## src/esft_pkg.sv

```systemverilog
package esft_pkg;
  // ********************************
  // Register map and fields
  // ********************************
  localparam logic [7:0] ADDR_TRIG = 8'h0A;
  localparam logic [7:0] ADDR_OPERATING_STATE = 8'h0B;
  localparam logic [7:0] ADDR_INTSRC = 8'h0C;
  localparam int TRIG_LSB = 2;
  localparam logic [3:0] TRIG_RESET = 4'h0;
  localparam int GERR_BIT = 7;
  localparam int AGE_LSB = 2;
  localparam int SLEEP_WAKE_EVENT_BIT = 7;
  localparam int FIFO_EVENT_BIT = 6;
  localparam int SRC_FUNC_LSB = 2;
  localparam int SAMPLE_READY_EVENT_BIT = 0;
  localparam logic [4:0] AGE_MAX = 5'h1F;
  localparam logic [1:0] OPS_STANDBY = 2'h0;
  localparam logic [1:0] OPS_WAKE = 2'h1;
  localparam logic [1:0] OPS_SLEEP = 2'h2;
  // ********************************
  // FIFO figures
  // ********************************
  localparam logic [1:0] FMODE_TRIGGER = 2'h3;
  localparam logic [6:0] FIFO_DEPTH = 7'h20;
  localparam logic [5:0] FIFO_FULL = 6'h20;
  localparam logic [5:0] FIFO_EMPTY = 6'h00;
  localparam logic [5:0] WMRK_OFF = 6'h00;

  typedef enum logic [2:0] {
    ESFT_STANDBY = 3'b001,
    ESFT_WAKE = 3'b010,
    ESFT_SLEEP = 3'b100
  } esft_state_t;

  // Order: transient, orientation, tap, fall/motion (bit 3 down to 0)
  typedef struct packed {
    logic trans;
    logic orient;
    logic tap;
    logic fall;
  } esft_func_t;

  typedef struct packed {
    logic fifo;
    logic trans;
    logic orient;
    logic tap;
    logic fall;
  } esft_srcrd_t;
endpackage

```

## src/esft_sticky.sv

```systemverilog
`timescale 1ns/1ps
module esft_sticky #(
  parameter int N = 4
) (
  input wire logic clk,
  input wire logic rst_n,
  input wire logic [N-1:0] lvl,
  input wire logic [N-1:0] clr,
  output logic [N-1:0] rise,
  output logic [N-1:0] flag
);
  logic [N-1:0] prev;

  // ********************************
  // Edge capture
  // ********************************
  assign rise = lvl & ~prev;

  always_ff @(posedge clk) begin
    if (!rst_n) begin
      prev <= '0;
    end else begin
      prev <= lvl;
    end
  end

  // Set beats clear so an edge in the clearing cycle is kept
  always_ff @(posedge clk) begin
    if (!rst_n) begin
      flag <= '0;
    end else begin
      flag <= rise | (flag & ~clr);
    end
  end
endmodule // esft_sticky

```

## src/esft_core.sv

```systemverilog
`timescale 1ns/1ps
module esft_core (
  input wire logic clk,
  input wire logic rst_n,
  input wire logic reg_wr,
  input wire logic reg_rd,
  input wire logic [7:0] reg_addr,
  input wire logic [7:0] reg_wdata,
  output logic [7:0] reg_rdata,
  input wire esft_pkg::esft_func_t func_irq,
  input wire esft_pkg::esft_srcrd_t src_read,
  input wire logic [6:0] int_enable,
  input wire logic new_xyz_flag,
  input wire logic odr_clk,
  input wire logic active,
  input wire logic auto_sleep_en,
  input wire logic [7:0] inactivity_limit,
  input wire logic [3:0] wake_enable,
  input wire logic [1:0] fifo_mode,
  input wire logic [5:0] fifo_fill_count,
  input wire logic [5:0] fifo_watermark_level,
  input wire logic gate_error_detect,
  output logic fifo_trigger,
  output logic fifo_trigger_stop,
  output logic fifo_watermark_event,
  output logic sleep_rate_sel,
  output logic [1:0] operating_state
);
  logic [3:0] trig_en, trig_rise, trig_flag;
  logic [7:0] src_lvl, src_clr, src_flag, idle_cnt;
  logic odr_s1, odr_s2, odr_s3, odr_tick;
  esft_pkg::esft_state_t state, next_state;
  logic aslp_pulse, idle_out, operating_state_rd;
  logic fifo_gate_error, fifo_empty, trig_armed;
  logic [4:0] gate_error_age;
  logic [6:0] post_cnt, post_limit;

  function automatic logic rd_at(input logic [7:0] a, input logic [7:0] b,
                                 input logic rd);
    rd_at = rd && (a == b);
  endfunction

  // ********************************
  // Sample-rate tick, from a slow foreign clock
  // ********************************
  always_ff @(posedge clk) begin
    if (!rst_n) begin
      {odr_s3, odr_s2, odr_s1} <= 3'h0;
    end else begin
      {odr_s3, odr_s2, odr_s1} <= {odr_s2, odr_s1, odr_clk};
    end
  end
  assign odr_tick = odr_s2 & ~odr_s3;

  // ********************************
  // Trigger selection and FIFO trigger
  // ********************************
  always_ff @(posedge clk) begin
    if (!rst_n) begin
      trig_en <= esft_pkg::TRIG_RESET;
    end else if (reg_wr && reg_addr == esft_pkg::ADDR_TRIG) begin
      trig_en <= reg_wdata[esft_pkg::TRIG_LSB +: 4];
    end
  end

  esft_sticky #(.N(4)) u_trig (
    .clk(clk),
    .rst_n(rst_n),
    .lvl(func_irq),
    .clr({src_read.trans, src_read.orient, src_read.tap, src_read.fall}),
    .rise(trig_rise),
    .flag(trig_flag)
  );
  assign fifo_trigger = |(trig_rise & trig_en);

  // ********************************
  // Event source status
  // ********************************
  assign src_lvl = {aslp_pulse,
    int_enable[6] && (fifo_fill_count == esft_pkg::FIFO_FULL ||
      (fifo_watermark_level != esft_pkg::WMRK_OFF &&
       fifo_fill_count == fifo_watermark_level)),
    func_irq & int_enable[5:2], 1'b0,
    new_xyz_flag & int_enable[0]};
  assign src_clr = {operating_state_rd, src_read.fifo, src_read.trans,
    src_read.orient, src_read.tap, src_read.fall, 1'b0,
    ~new_xyz_flag};
  assign operating_state_rd = rd_at(reg_addr, esft_pkg::ADDR_OPERATING_STATE, reg_rd);
  esft_sticky #(.N(8)) u_src (
    .clk(clk),
    .rst_n(rst_n),
    .lvl(src_lvl),
    .clr(src_clr),
    .rise(),
    .flag(src_flag)
  );

  // ********************************
  // Operating state
  // ********************************
  assign idle_out = auto_sleep_en && odr_tick &&
    idle_cnt >= inactivity_limit;

  always_comb begin
    next_state = state;
    case (state)
      esft_pkg::ESFT_STANDBY: if (active) next_state = esft_pkg::ESFT_WAKE;
      esft_pkg::ESFT_WAKE: begin
        if (!active) next_state = esft_pkg::ESFT_STANDBY;
        else if (idle_out) next_state = esft_pkg::ESFT_SLEEP;
      end
      esft_pkg::ESFT_SLEEP: begin
        if (!active) next_state = esft_pkg::ESFT_STANDBY;
        else if (|(trig_rise & wake_enable) || !auto_sleep_en) begin
          next_state = esft_pkg::ESFT_WAKE;
        end
      end
      default: next_state = esft_pkg::ESFT_STANDBY;
    endcase
  end

  always_ff @(posedge clk) begin
    if (!rst_n) begin
      state <= esft_pkg::ESFT_STANDBY;
    end else begin
      state <= next_state;
    end
  end

  // Any function interrupt edge restarts the idle count, so a busy sensor never sleeps
  always_ff @(posedge clk) begin
    if (!rst_n) begin
      idle_cnt <= 8'h00;
    end else if (state != esft_pkg::ESFT_WAKE || (|trig_rise)) begin
      idle_cnt <= 8'h00;
    end else if (odr_tick && idle_cnt != 8'hFF) begin
      idle_cnt <= idle_cnt + 8'h01;
    end
  end

  assign aslp_pulse = (state == esft_pkg::ESFT_WAKE &&
    next_state == esft_pkg::ESFT_SLEEP) ||
    (state == esft_pkg::ESFT_SLEEP && next_state == esft_pkg::ESFT_WAKE);

  always_comb begin
    case (state)
      esft_pkg::ESFT_WAKE: operating_state = esft_pkg::OPS_WAKE;
      esft_pkg::ESFT_SLEEP: operating_state = esft_pkg::OPS_SLEEP;
      default: operating_state = esft_pkg::OPS_STANDBY;
    endcase
  end
  assign sleep_rate_sel = (state == esft_pkg::ESFT_SLEEP);

  // ********************************
  // Gate error and its age
  // ********************************
  always_ff @(posedge clk) begin
    if (!rst_n) begin
      fifo_gate_error <= 1'b0;
    end else if (gate_error_detect || fifo_empty) begin
      fifo_gate_error <= gate_error_detect;
    end
  end
  assign fifo_empty = fifo_fill_count == esft_pkg::FIFO_EMPTY;
  // Saturates rather than wrapping, so a stale error never looks fresh
  always_ff @(posedge clk) begin
    if (!rst_n || !fifo_gate_error || (fifo_empty && !gate_error_detect)) begin
      gate_error_age <= 5'h00;
    end else if (odr_tick && gate_error_age != esft_pkg::AGE_MAX) begin
      gate_error_age <= gate_error_age + 5'h01;
    end
  end

  // ********************************
  // Trigger mode capture window and watermark
  // ********************************
  assign post_limit = esft_pkg::FIFO_DEPTH - {1'b0, fifo_watermark_level};

  always_ff @(posedge clk) begin
    if (!rst_n || fifo_mode != esft_pkg::FMODE_TRIGGER) begin
      trig_armed <= 1'b0;
    end else if (fifo_trigger) begin
      trig_armed <= 1'b1;
    end
  end

  always_ff @(posedge clk) begin
    if (!rst_n || fifo_mode != esft_pkg::FMODE_TRIGGER) begin
      post_cnt <= 7'h00;
    end else if (trig_armed && odr_tick && post_cnt < post_limit) begin
      post_cnt <= post_cnt + 7'h01;
    end
  end
  assign fifo_trigger_stop = fifo_mode == esft_pkg::FMODE_TRIGGER &&
    trig_armed && post_cnt >= post_limit;
  assign fifo_watermark_event = fifo_watermark_level != esft_pkg::WMRK_OFF
    && fifo_fill_count >= fifo_watermark_level;

  // ********************************
  // Register reads
  // ********************************
  always_ff @(posedge clk) begin
    if (!rst_n) begin
      reg_rdata <= 8'h00;
    end else if (reg_rd) begin
      case (reg_addr)
        esft_pkg::ADDR_TRIG: reg_rdata <= {2'h0, trig_en, 2'h0};
        esft_pkg::ADDR_OPERATING_STATE:
          reg_rdata <= {fifo_gate_error, gate_error_age, operating_state};
        esft_pkg::ADDR_INTSRC: reg_rdata <= src_flag;
        default: reg_rdata <= 8'h00;
      endcase
    end
  end
endmodule // esft_core

```

## config.mk

```make
export PLATFORM = sky130hd
export DESIGN_NAME = esft_core
export DESIGN_NICKNAME = d
export VERILOG_FILES = /design/src/esft_pkg.sv /design/src/esft_sticky.sv /design/src/esft_core.sv
export SDC_FILE = /design/constraint.sdc
export NUM_CORES = 1
export LEC_CHECK = 0
export BUFFER_PORTS_ARGS = -buffer_cell sky130_fd_sc_hd__buf_4
export CAP_MARGIN = 0
export CELL_PAD_IN_SITES_DETAIL_PLACEMENT = 0
export CELL_PAD_IN_SITES_GLOBAL_PLACEMENT = 1
export CORE_MARGIN = 8
export CORE_UTILIZATION = 42
export DETAILED_ROUTE_END_ITERATION = 6
export GPL_TIMING_DRIVEN = 0
export PLACE_DENSITY = 0.86
export SYNTH_ARGS = -nofsm -noshare
export SYNTH_HDL_FRONTEND = slang
export SYNTH_SLANG_ARGS = --single-unit
```

## constraint.sdc

```tcl
create_clock -name clk -period 3.5 [get_ports clk]
set_input_delay 0.35 -clock clk [delete_from_list [all_inputs] [get_ports clk]]
set_output_delay 0.35 -clock clk [all_outputs]
set_load 0.05 [all_outputs]
```

## After elaboration in Yosys (flattened, before gate mapping)

Cells that the tools add are included.
Widths: inputs -> output; s select.

- Output and inout port bits: 14
- Bits in read-only memories: 0
- Memories kept: 0
- Bits of input ports: 67
- Bits in writable memories: 0
- Latch bits: 0
- Register bits: 60

- Multiplexer cells: 8
- Add/sub/neg operators: 4
- Multiply operators: 0
- Eq/ne operators: 15
- Shifts and indexed selects: 0
- Reductions and logical operators: 34
- Order comparisons: 4
- Divide/modulo/power cells: 0
- Bitwise gates (word level): 15

Operators by type and width:

| cell | count |
|---|---|
| $eq 8x4->1 const B | 3 |
| $pmux 8 s3 | 1 |
| $and 4x4->4 | 4 |
| $and 8x8->8 | 2 |
| $logic_and 1x1->1 | 16 |
| $not 8->8 | 2 |
| $mux 3 | 5 |
| $reduce_or 4->1 | 3 |
| $pmux 3 s3 | 1 |
| $add 8x1->8 const B | 1 |
| $ge 8x8->1 | 1 |
| $logic_or 1x1->1 | 8 |
| $ne 8x8->1 const B | 1 |
| $or 8x8->8 | 1 |
| $add 7x1->7 const B | 1 |
| $ge 7x7->1 | 1 |
| $lt 7x7->1 | 1 |
| $sub 6x6->7 const A | 1 |
| $eq 3x2->1 const B | 2 |
| $eq 3x3->1 const B | 2 |
| $eq 6x6->1 | 1 |
| $eq 6x6->1 const B | 1 |
| $ge 6x6->1 | 1 |
| $logic_not 6->1 | 1 |
| 13 further kinds | 19 |

## Depth between registers and ports, before layout

Gate-level depths: netlist of run 1.

- Depth in word-level cells: 13
- Gate-level depth with buffers: 10
- Mapped depth without buffers: 10

## By module

From an unflattened synthesis of run 1, not the netlist that was laid out.

- Cell total of the unflattened synthesis: 376
- Area total of the unflattened synthesis: 3412.0 um^2

Modules (own cells, without submodules):

| module | cells each | area an instance (um^2) | instances |
|---|---|---|---|
| esft_core | 303 | 2562.5 | 1 |
| esft_sticky at u_src | 49 | 549.3 | 1 |
| esft_sticky at u_trig | 24 | 300.3 | 1 |

## Least setup slack after synthesis of run 1

OpenSTA, ideal clock, no wires.

- Kind: input to output
- From: input fifo_watermark_level[1]
- To: output fifo_trigger_stop
- Slack: 0.870 ns
- Arrival: 2.280 ns
- Stages on the path: 9
- Required time: 3.150 ns
- Cells stage by stage: inv_1 ha_1 or4b_1 nand2_1 ha_1 nand4_1 a31oi_1 nor3_1 nor2_1

- Longest elaborated chain between the ends: 3

RTL lines:

| element | RTL line | source |
|---|---|---|
| start: declaration | esft_core.sv:21 | `input wire logic [5:0] fifo_watermark_level,` |
| $sub 6x6->7 | esft_core.sv:177 | `assign post_limit = esft_pkg::FIFO_DEPTH - {1'b0, fifo_watermark_level};` |
| $ge 7x7->1 | esft_core.sv:195 | `trig_armed && post_cnt >= post_limit;` |
| $logic_and 1x1->1 | esft_core.sv:195 |  |
| end: declaration | esft_core.sv:24 | `output logic fifo_trigger_stop,` |

No other way between the ends.

## Worst setup path after layout of run 1

Ends and elaborated chain as after synthesis.

==> flow_summary.toml, run 1 <==
[status]
status = "finished, final reports clean"

[critical_path]
crit_buf_inv = 3
start_kind = "input port"
cp-end-kind = "primary output"
cp_slowest_cell = "or4b_1"
crit_family = "simple AND/OR/NAND/NOR gates"
cp_data_arrival_time_ns = 2.42
worstPathRequired_ns = 3.15
max_stage_delay_ns = 0.52
cp_max_fo = 3
critPathKind = "input port to primary output"
path_cells = "buf_4, inv_1, ha_1, or4b_1, nand2_1, ha_1, a211oi_2, nor2_1, nor3_1, nor2_1, buf_4"

[timing]
period_share_pct = 79.1
slew_viol_final = 0
slew_headroom_pct = 55.8
rsz0062_at_grt = "false"
fin_crit_ns = 2.77
fmax_mhz = 361
fin_hold_ws_ns = 0.222
finalHoldViolCount = 0
fin_tns_setup_ns = 0
final-setup-viol-count = 0
tightest_slew_ns = 0.652
skew_ns = 0.00507

[synthesis]
ys_warn_count = 0
syn-mean-instance-area_um2 = 8.94
ys_types = 57
netlist_area_um2 = 3140
synth_flop_cell = "dfxtp_1"
synthArstFlopShare_pct = 0
synth_enable_flop_cells = 0
yosys_register_bits = 58
synth_nets = 444
synthCells = 351
yosysSeqAreaShare_pct = 37.0

[floorplan]
initial_core_util_pct = 43.3
rows = 31
core_area_um2 = 7250
dieArea_um2 = 10500
die_y_um = 102
die_w_um = 102
ios = 81

[routing]
dr.pass1.iters = 4
finalWirelength_mm = 7.87
drc = 0
drtIter0Drc = 84
num_vias = 2779
wl_per_cell_um = 14.5
routed_via_density = 5.14
ant_nets = 0

[grt]
grt_use_total_pct = 15.7
grt_pass1_vias = 2731
overflow = 0
grt_max_degree = 11
antenna_found_initial = 0
grt_pass1_wl_mm = 12.9

[worst_hold_path]
hold_path_class = "input port to flip-flop"

[power_and_ir_drop]
p_leak_nw = 1.68
p_per_area_nw_per_um2 = 352
peakVddDrop_uv = 216

[clock_network]
cts_sinks = 58
postCtsResizedCells = 0
clockBufferDepth = 2
cts_max_level = 3
insertion_delay_ns = 0.33
cts_tree = "built"
clkTransAtPathRegs_ns = 0.06
root_buffer = "clkbuf_8"
ctsHoldBuffers = 0
post-cts-setup-buffers = 0
cts_buffers = 9

[final_layout]
layout.nets = 530
final_common_cell = "buf_4"
num_antenna_cells = 0
mostFrequentLayoutCells = "buf_4, dfxtp_1, nor2_1"
drive_above_1_share_pct = 24.2
nFillCells = 689
syn_to_final_growth_pct = 27.7

[placement]
place_congestion = 0.846
io_buffers = 75
dp_hpwl_mm = 6.42

[run]
cap_violations = 0
-- tightest hold or removal path, delay by kind of cell --
family	cells	cell delay [ns]
buf+inv	2	0.13
simple gates	1	0.05
-- cells in the mapped netlist, types with 4 or more instances --
| master | n | area (um^2) |
|---|---|---|
| dfxtp_1 | 58 | 1160 |
| nand3_1 | 15 | 75.1 |
| o21ai_0 | 6 | 30.0 |
| nor2b_1 | 10 | 62.6 |
| and2_1 | 10 | 62.6 |
| o21ai_1 | 12 | 60.1 |
| mux2i_1 | 7 | 70.1 |
| xnor2_1 | 15 | 131 |
| nand4_1 | 7 | 43.8 |
| inv_1 | 27 | 101 |
| ha_1 | 26 | 325 |
| nor3_1 | 5 | 25.0 |
| nand3b_1 | 7 | 52.6 |
| nand2_1 | 25 | 93.8 |
| a22oi_1 | 10 | 75.1 |
| a31oi_1 | 4 | 25.0 |
| a21oi_1 | 11 | 55.1 |
| nor2_1 | 34 | 128 |
| a22o_1 | 4 | 35.0 |
-- metrics by stage --
step | setup slack [ns] | area, um^2 | cells | total power, mW | utilization, %
4_1_cts | 0.743 | 4010 | 541 | 1.43 | 55.3
5_1_grt | 0.520 | 4010 | 541 | 1.48 | 55.3
2_1_floorplan | 0.870 | 3140 | 351 | 0.779 | -
3_3_place_gp | 0.771 | 3830 | 525 | 0.863 | 52.8
6_report | 0.732 | 4010 | 541 | 1.41 | 55.3
3_5_place_dp | 0.745 | 3830 | 525 | 0.867 | 52.8
-- worst paths after layout --
path,startpoint,to,slack [ns],cells past startpoint
max reg2reg,gate_error_age[0]$_SDFFE_PP0P_,gate_error_age[3]$_SDFFE_PP0P_,1.68,7
min reg2reg,u_src.prev[6]$_SDFF_PN0_,u_src.flag[6]$_SDFF_PN0_,0.42,1
min,int_enable[3],u_src.prev[3]$_SDFF_PN0_,0.22,3
max,fifo_watermark_level[1],fifo_trigger_stop,0.73,11
-- registers in the layout, summed over array words and instances, names as in the netlist --
register	cells
odr_s3	1
trig_en	4
u_src.flag	7
post_cnt	7
trig_armed	1
gate_error_age	5
state	3
idle_cnt	8
u_trig.prev	4
reg_rdata	8
fifo_gate_error	1
u_src.prev	7
odr_s2	1
odr_s1	1
-- area by class of cell --
cell class	count	area, um^2	area share, %
clock inverter	2	10.0	0.250
timing repair buffer	75	563	14.0
buffer	5	23.8	0.593
inverter	27	101	2.53
clock buffer	14	173	4.31
multi-input combinational	261	1850	46.2
tap	99	124	3.09
sequential	58	1160	29.0
-- per-layer routing --
layer	track usage [%]	wire [um]	part of all wire, %	vias up
met3	5.11	460	5.8	8
met2	25.8	3750	48	66
met4	5.08	124	1.6	0
li1	-	-	-	1416
met1	18.8	3530	45	1289
met5	0	0	0	-
-- cells by family after synthesis --
family / synth area share [%]
adder cells (fa/ha/maj): 10.4
buffers and inverters: 3.99
multiplexers: 2.23
XOR/XNOR: 5.02
AO/OA/AOI/OAI: 14.7
AND/OR/NAND/NOR: 26.7
flip-flops: 37.0
-- report_power, final --
group / internal (mW) / switching (mW) / total, mW
Combinational: 0.0889 / 0.0802 / 0.169
Clock: 0.313 / 0.244 / 0.557
Sequential: 0.673 / 0.0102 / 0.683
(Power assumes the default switching activity.)
==> run 2: changes to the inputs <==
CORE_UTILIZATION = 36   (was 42)
PLACE_DENSITY = 0.79   (was 0.86)
clock period = 2.4 ns   (was 3.5 ns; I/O delays follow)
==> run 2 against run 1 <==
Combinational power is 51% higher. Core utilization is 7.6 points lower. Worst setup slack worse by 0.64 ns. Largest cell class unchanged. Routed wire length is 3.1% higher. Final area is 2.2% higher. Sequential share of layout area is 0.62 points lower. Highest routed layer unchanged. Clock power is 56% higher. Clock skew is 0.0031 ns higher. Final cell count is 2.0% higher. Clock-buffer cell count is 2 lower. Critical endpoint unchanged.
==> flow_summary.toml, run 2 (synthesized netlist as in run 1, its figures left out) <==
[power_and_ir_drop]
power.total_mw = 2.12
peakVddDrop_uv = 287
p_leak_nw = 1.69
p_per_area_nw_per_um2 = 518

[run]
cap_violations = 0

[floorplan]
core_area_um2 = 8590
dieArea_um2 = 12000
die_w_um = 109
ios = 81
rows = 34
die_y_um = 109
initial_core_util_pct = 36.5

[clock_network]
root_buffer = "clkbuf_8"
cts_tree = "built"
insertion_delay_ns = 0.33
cts_max_level = 3
clockBufferDepth = 2
ctsHoldBuffers = 0
cts_buffers = 9
clkTransAtPathRegs_ns = 0.07
cts_sinks = 58

[worst_hold_path]
hold_path_class = "input port to flip-flop"
min_from = "int_enable[2]"
worstHoldEndpoint = "u_src.prev[2]$_SDFF_PN0_"
holdPathStages = 3

[critical_path]
cp-end-kind = "primary output"
rr_startpoint = "post_cnt[4]$_SDFFE_PP0P_"
start_kind = "input port"
critPathKind = "input port to primary output"
r2r-end = "post_cnt[5]$_SDFFE_PP0P_"
worstRegToRegCells = 8
r2r_slack_ns = 0.51
cp_data_arrival_time_ns = 2.07
cp_max_fo = 3
worstPathRequired_ns = 2.16

[timing]
fmax_mhz = 433
slew_headroom_pct = 50.4
finalHoldViolCount = 0
period_share_pct = 96.2
final-setup-viol-count = 0
skew_ns = 0.00813
fin_crit_ns = 2.31
fin_tns_setup_ns = 0
setup_ws_ns = 0.0913
slew_viol_final = 0
fin_hold_ws_ns = 0.109
tightest_slew_ns = 0.732

[final_layout]
largestRegisters = "idle_cnt x8, reg_rdata x8"
num_antenna_cells = 0
drive_above_1_share_pct = 26.6
fin_area_um2 = 4100
fin_cells = 552
mostFrequentLayoutCells = "buf_4, dfxtp_1, nor2_1"
syn_to_final_growth_pct = 30.5
finish.utilization_pct = 47.7
final_common_cell = "buf_4"
layout.nets = 533

[routing]
num_vias = 2774
dr.pass1.iters = 4
routed_via_density = 5.03
finalWirelength_mm = 8.11
ant_nets = 0
drc = 0
drtIter0Drc = 84
wl_per_cell_um = 14.7

[placement]
placed_cell_area_um2 = 3840
dp_hpwl_mm = 6.45
io_buffers = 75
place_inst = 534
place_congestion = 0.773
dp_slack_ns = -0.185

[grt]
grt_pass1_vias = 2785
grt_use_total_pct = 13.9
grt_max_degree = 11
antenna_found_initial = 0
overflow = 0
gr-usage-met2_pct = 21.6
grt_pass1_wl_mm = 13.2
top_usage_layer = "met2"
met1_usage_pct = 17.7
grt_use_met3_pct = 4.10

[status]
status = "finished, final reports clean"
==> run 2: worst max-delay path by stage <==
stage / start / to / slack [ns] / cells past startpoint
global placement: fifo_watermark_level[1] / post_cnt[6]$_SDFFE_PP0P_ / -0.16 / 11
CTS: fifo_watermark_level[0] / fifo_trigger_stop / 0.01 / 11
floorplan: fifo_watermark_level[1] / post_cnt[4]$_SDFFE_PP0P_ / 0.15 / 10
global route: fifo_watermark_level[1] / fifo_trigger_stop / -0.01 / 11
detailed placement: fifo_watermark_level[1] / post_cnt[5]$_SDFFE_PP0P_ / -0.19 / 11
finish: fifo_watermark_level[1] / fifo_trigger_stop / 0.09 / 11
==> run 2: repair_timing <==
item                                    4_1_cts  5_1_grt
endpoints found under the setup margin        1        3
pin swaps                                     3        4
hold endpoints to repair                      0        0
buffers inserted                              2        1
resized for setup                             4        7
==> run 2: routing by layer <==
metal  part of all wire [%]  wire length [um]
met5                      0                 0
met4                    1.3               109
met3                    5.2               419
met2                     47              3820
met1                     46              3760
==> run 2: final cells by class <==
| class | instances | area [um^2] |
|---|---|---|
| clock inverter | 3 | 40.0 |
| sequential | 58 | 1160 |
| clock buffer | 12 | 145 |
| timing repair buffer | 78 | 589 |
| buffer | 5 | 23.8 |
| fill | 845 | 4500 |
| inverter | 27 | 101 |
| multi-input combinational | 261 | 1900 |
| tap | 108 | 135 |
==> run 2: power breakdown <==
group	internal, mW	total, mW	switching [mW]	leakage [nW]
clock network	0.499	0.871	0.372	0.0962
registers	0.981	0.995	0.0141	0.471
logic	0.134	0.256	0.122	1.13
total	1.61	2.12	0.508	1.69
==> run 2: critical path, stage by stage <==
cell and delay (ns):
buf_4 0.12, inv_2 0.09, ha_4 0.14, or4b_4 0.49, nand2_4 0.10, ha_4 0.20
a211oi_2 0.21, nor2_1 0.08, nor3_2 0.20, nor2_2 0.06, buf_6 0.15
==> run 3: changes to the inputs <==
BUFFER_PORTS_ARGS = default   (was -buffer_cell sky130_fd_sc_hd__buf_4)
CORE_UTILIZATION = 48   (was 36)
DONT_BUFFER_PORTS = 1   (was default)
PLACE_DENSITY = 0.82   (was 0.79)
SYNTH_HIERARCHICAL = 1   (was default)
clock period = 2.57 ns   (was 2.4 ns; I/O delays follow)
==> run 3 against run 2 <==
Routed wire length decreased by 12%. Non-clock buffer count down 74. Critical path depth down 5. Sequential cell count grew 2. Hold slack worse by 0.072 ns. Global-route usage increased by 1.3 points. Largest power group unchanged.
==> flow_summary.toml, run 3 <==
[critical_path]
crit_buf_inv = 0
crit_family = "simple AND/OR/NAND/NOR gates"
cp_slowest_cell = "nor3b_2"
cp-end-kind = "flip-flop"
start_kind = "flip-flop"
cp_data_arrival_time_ns = 2.60
cp_max_fo = 6
max_stage_delay_ns = 0.99
worstPathRequired_ns = 2.83
critPathKind = "flip-flop to flip-flop"
path_cells = "nor3b_2, nor3b_1, a31oi_1, a21boi_1, nor2b_1, o21a_1"

[run]
cap_violations = 0

[final_layout]
num_antenna_cells = 0
final_common_cell = "dfxtp_1"
finish.utilization_pct = 53.5
nFillCells = 646
fin_cells = 462
layout.nets = 471
seq_area_um2 = 1200
fin_area_um2 = 3600
mostFrequentLayoutCells = "dfxtp_1, nor2_1, ha_1"
syn_to_final_growth_pct = 9.74
multiInputGateArea_um2 = 1970
drive_above_1_share_pct = 11.8

[timing]
period_share_pct = 90.9
rsz0062_at_grt = "false"
slew_viol_final = 0
fin_crit_ns = 2.34
tightest_slew_ns = 1.22
fin_tns_setup_ns = 0
finalHoldViolCount = 0
slew_headroom_pct = 18.6
final-setup-viol-count = 0
fmax_mhz = 428
fin_hold_ws_ns = 0.0372
setup_ws_ns = 0.234
skew_ns = 0.0109

[placement]
dp_hpwl_mm = 5.82
place_inst = 447
io_buffers = 0
dp_slack_ns = 0.244
place_congestion = 0.810
placed_cell_area_um2 = 3410

[floorplan]
core_area_um2 = 6720
die_y_um = 98.6
die_w_um = 98.6
ios = 81
initial_core_util_pct = 48.8
rows = 30
dieArea_um2 = 9730

[power_and_ir_drop]
p_leak_nw = 1.47
p_int_mw = 1.48
power.total_mw = 1.94
clkPwrFrac_pct = 42.6
p_sw_share_pct = 23.7
p_sw_uw = 460
p_comb_share_pct = 7.9
p_seq_share_pct = 49.5
p_per_area_nw_per_um2 = 540
peakVddDrop_uv = 237

[routing]
routed_via_density = 5.37
ant_nets = 0
num_vias = 2480
wl_per_cell_um = 15.5
dr.pass1.iters = 4
drc = 0
finalWirelength_mm = 7.17
drtIter0Drc = 83

[clock_network]
cts_max_level = 3
ctsHoldBuffers = 0
insertion_delay_ns = 0.32
cts_sinks = 60
clkTransAtPathRegs_ns = 0.07
cts_buffers = 9
cts_tree = "built"
root_buffer = "clkbuf_8"
post-cts-setup-buffers = 0
postCtsResizedCells = 0
clockBufferDepth = 2

[synthesis]
netlist_area_um2 = 3280
synthCells = 364
ys_warn_count = 6
syn-mean-instance-area_um2 = 9.00

[grt]
grt_max_degree = 19
grt_use_total_pct = 15.2
grt_pass1_wl_mm = 12.0
overflow = 0
grt_pass1_vias = 2501
antenna_found_initial = 1

[worst_hold_path]
hold_path_class = "input port to flip-flop"

[status]
status = "finished, final reports clean"
## run 3: per-layer routing
metal / part of all wire, % / up-vias / track usage (%) / wire length, um
li1: - / 1297 / - / -
met1: 43 / 1125 / 16.5 / 3070
met2: 51 / 44 / 27.3 / 3630
met3: 4.9 / 12 / 4.30 / 350
met4: 1.6 / 2 / 5.90 / 114
met5: 0.11 / - / 0 / 8
## run 3: layout make-up
cell class	count	share of cell area, %
flip-flops and latches	60	33.4
plain buffers	8	1.18
well taps	80	2.78
multi-input cells	276	54.7
repair buffers	1	0.313
clock inverters	5	1.46
inverters	22	2.30
clock buffers	10	3.83
## run 3: power by group through the flow
stage | Sequential (mW) | Clock (mW) | Combinational, mW
6_report | 0.961 | 0.828 | 0.154
5_1_grt | 0.962 | 0.890 | 0.175
4_1_cts | 0.961 | 0.851 | 0.156
3_5_place_dp | 0.982 | 0 | 0.155
3_3_place_gp | 0.981 | 0 | 0.150
2_1_floorplan | 0.978 | 0 | 0.128
## run 3: path summary, 6_finish.rpt
check             depth (start not counted)           startpoint  slack, ns                      endpoint
hold reg to reg                           1    odr_s1$_SDFF_PN0_       0.43             odr_s2$_SDFF_PN0_
setup reg to reg                          6  state[1]$_SDFF_PN0_       0.23      u_src/flag[7]$_SDFF_PN0_
hold / removal                            2    gate_error_detect       0.04  fifo_gate_error$_SDFFE_PN0P_
setup / recovery                          6  state[1]$_SDFF_PN0_       0.23      u_src/flag[7]$_SDFF_PN0_
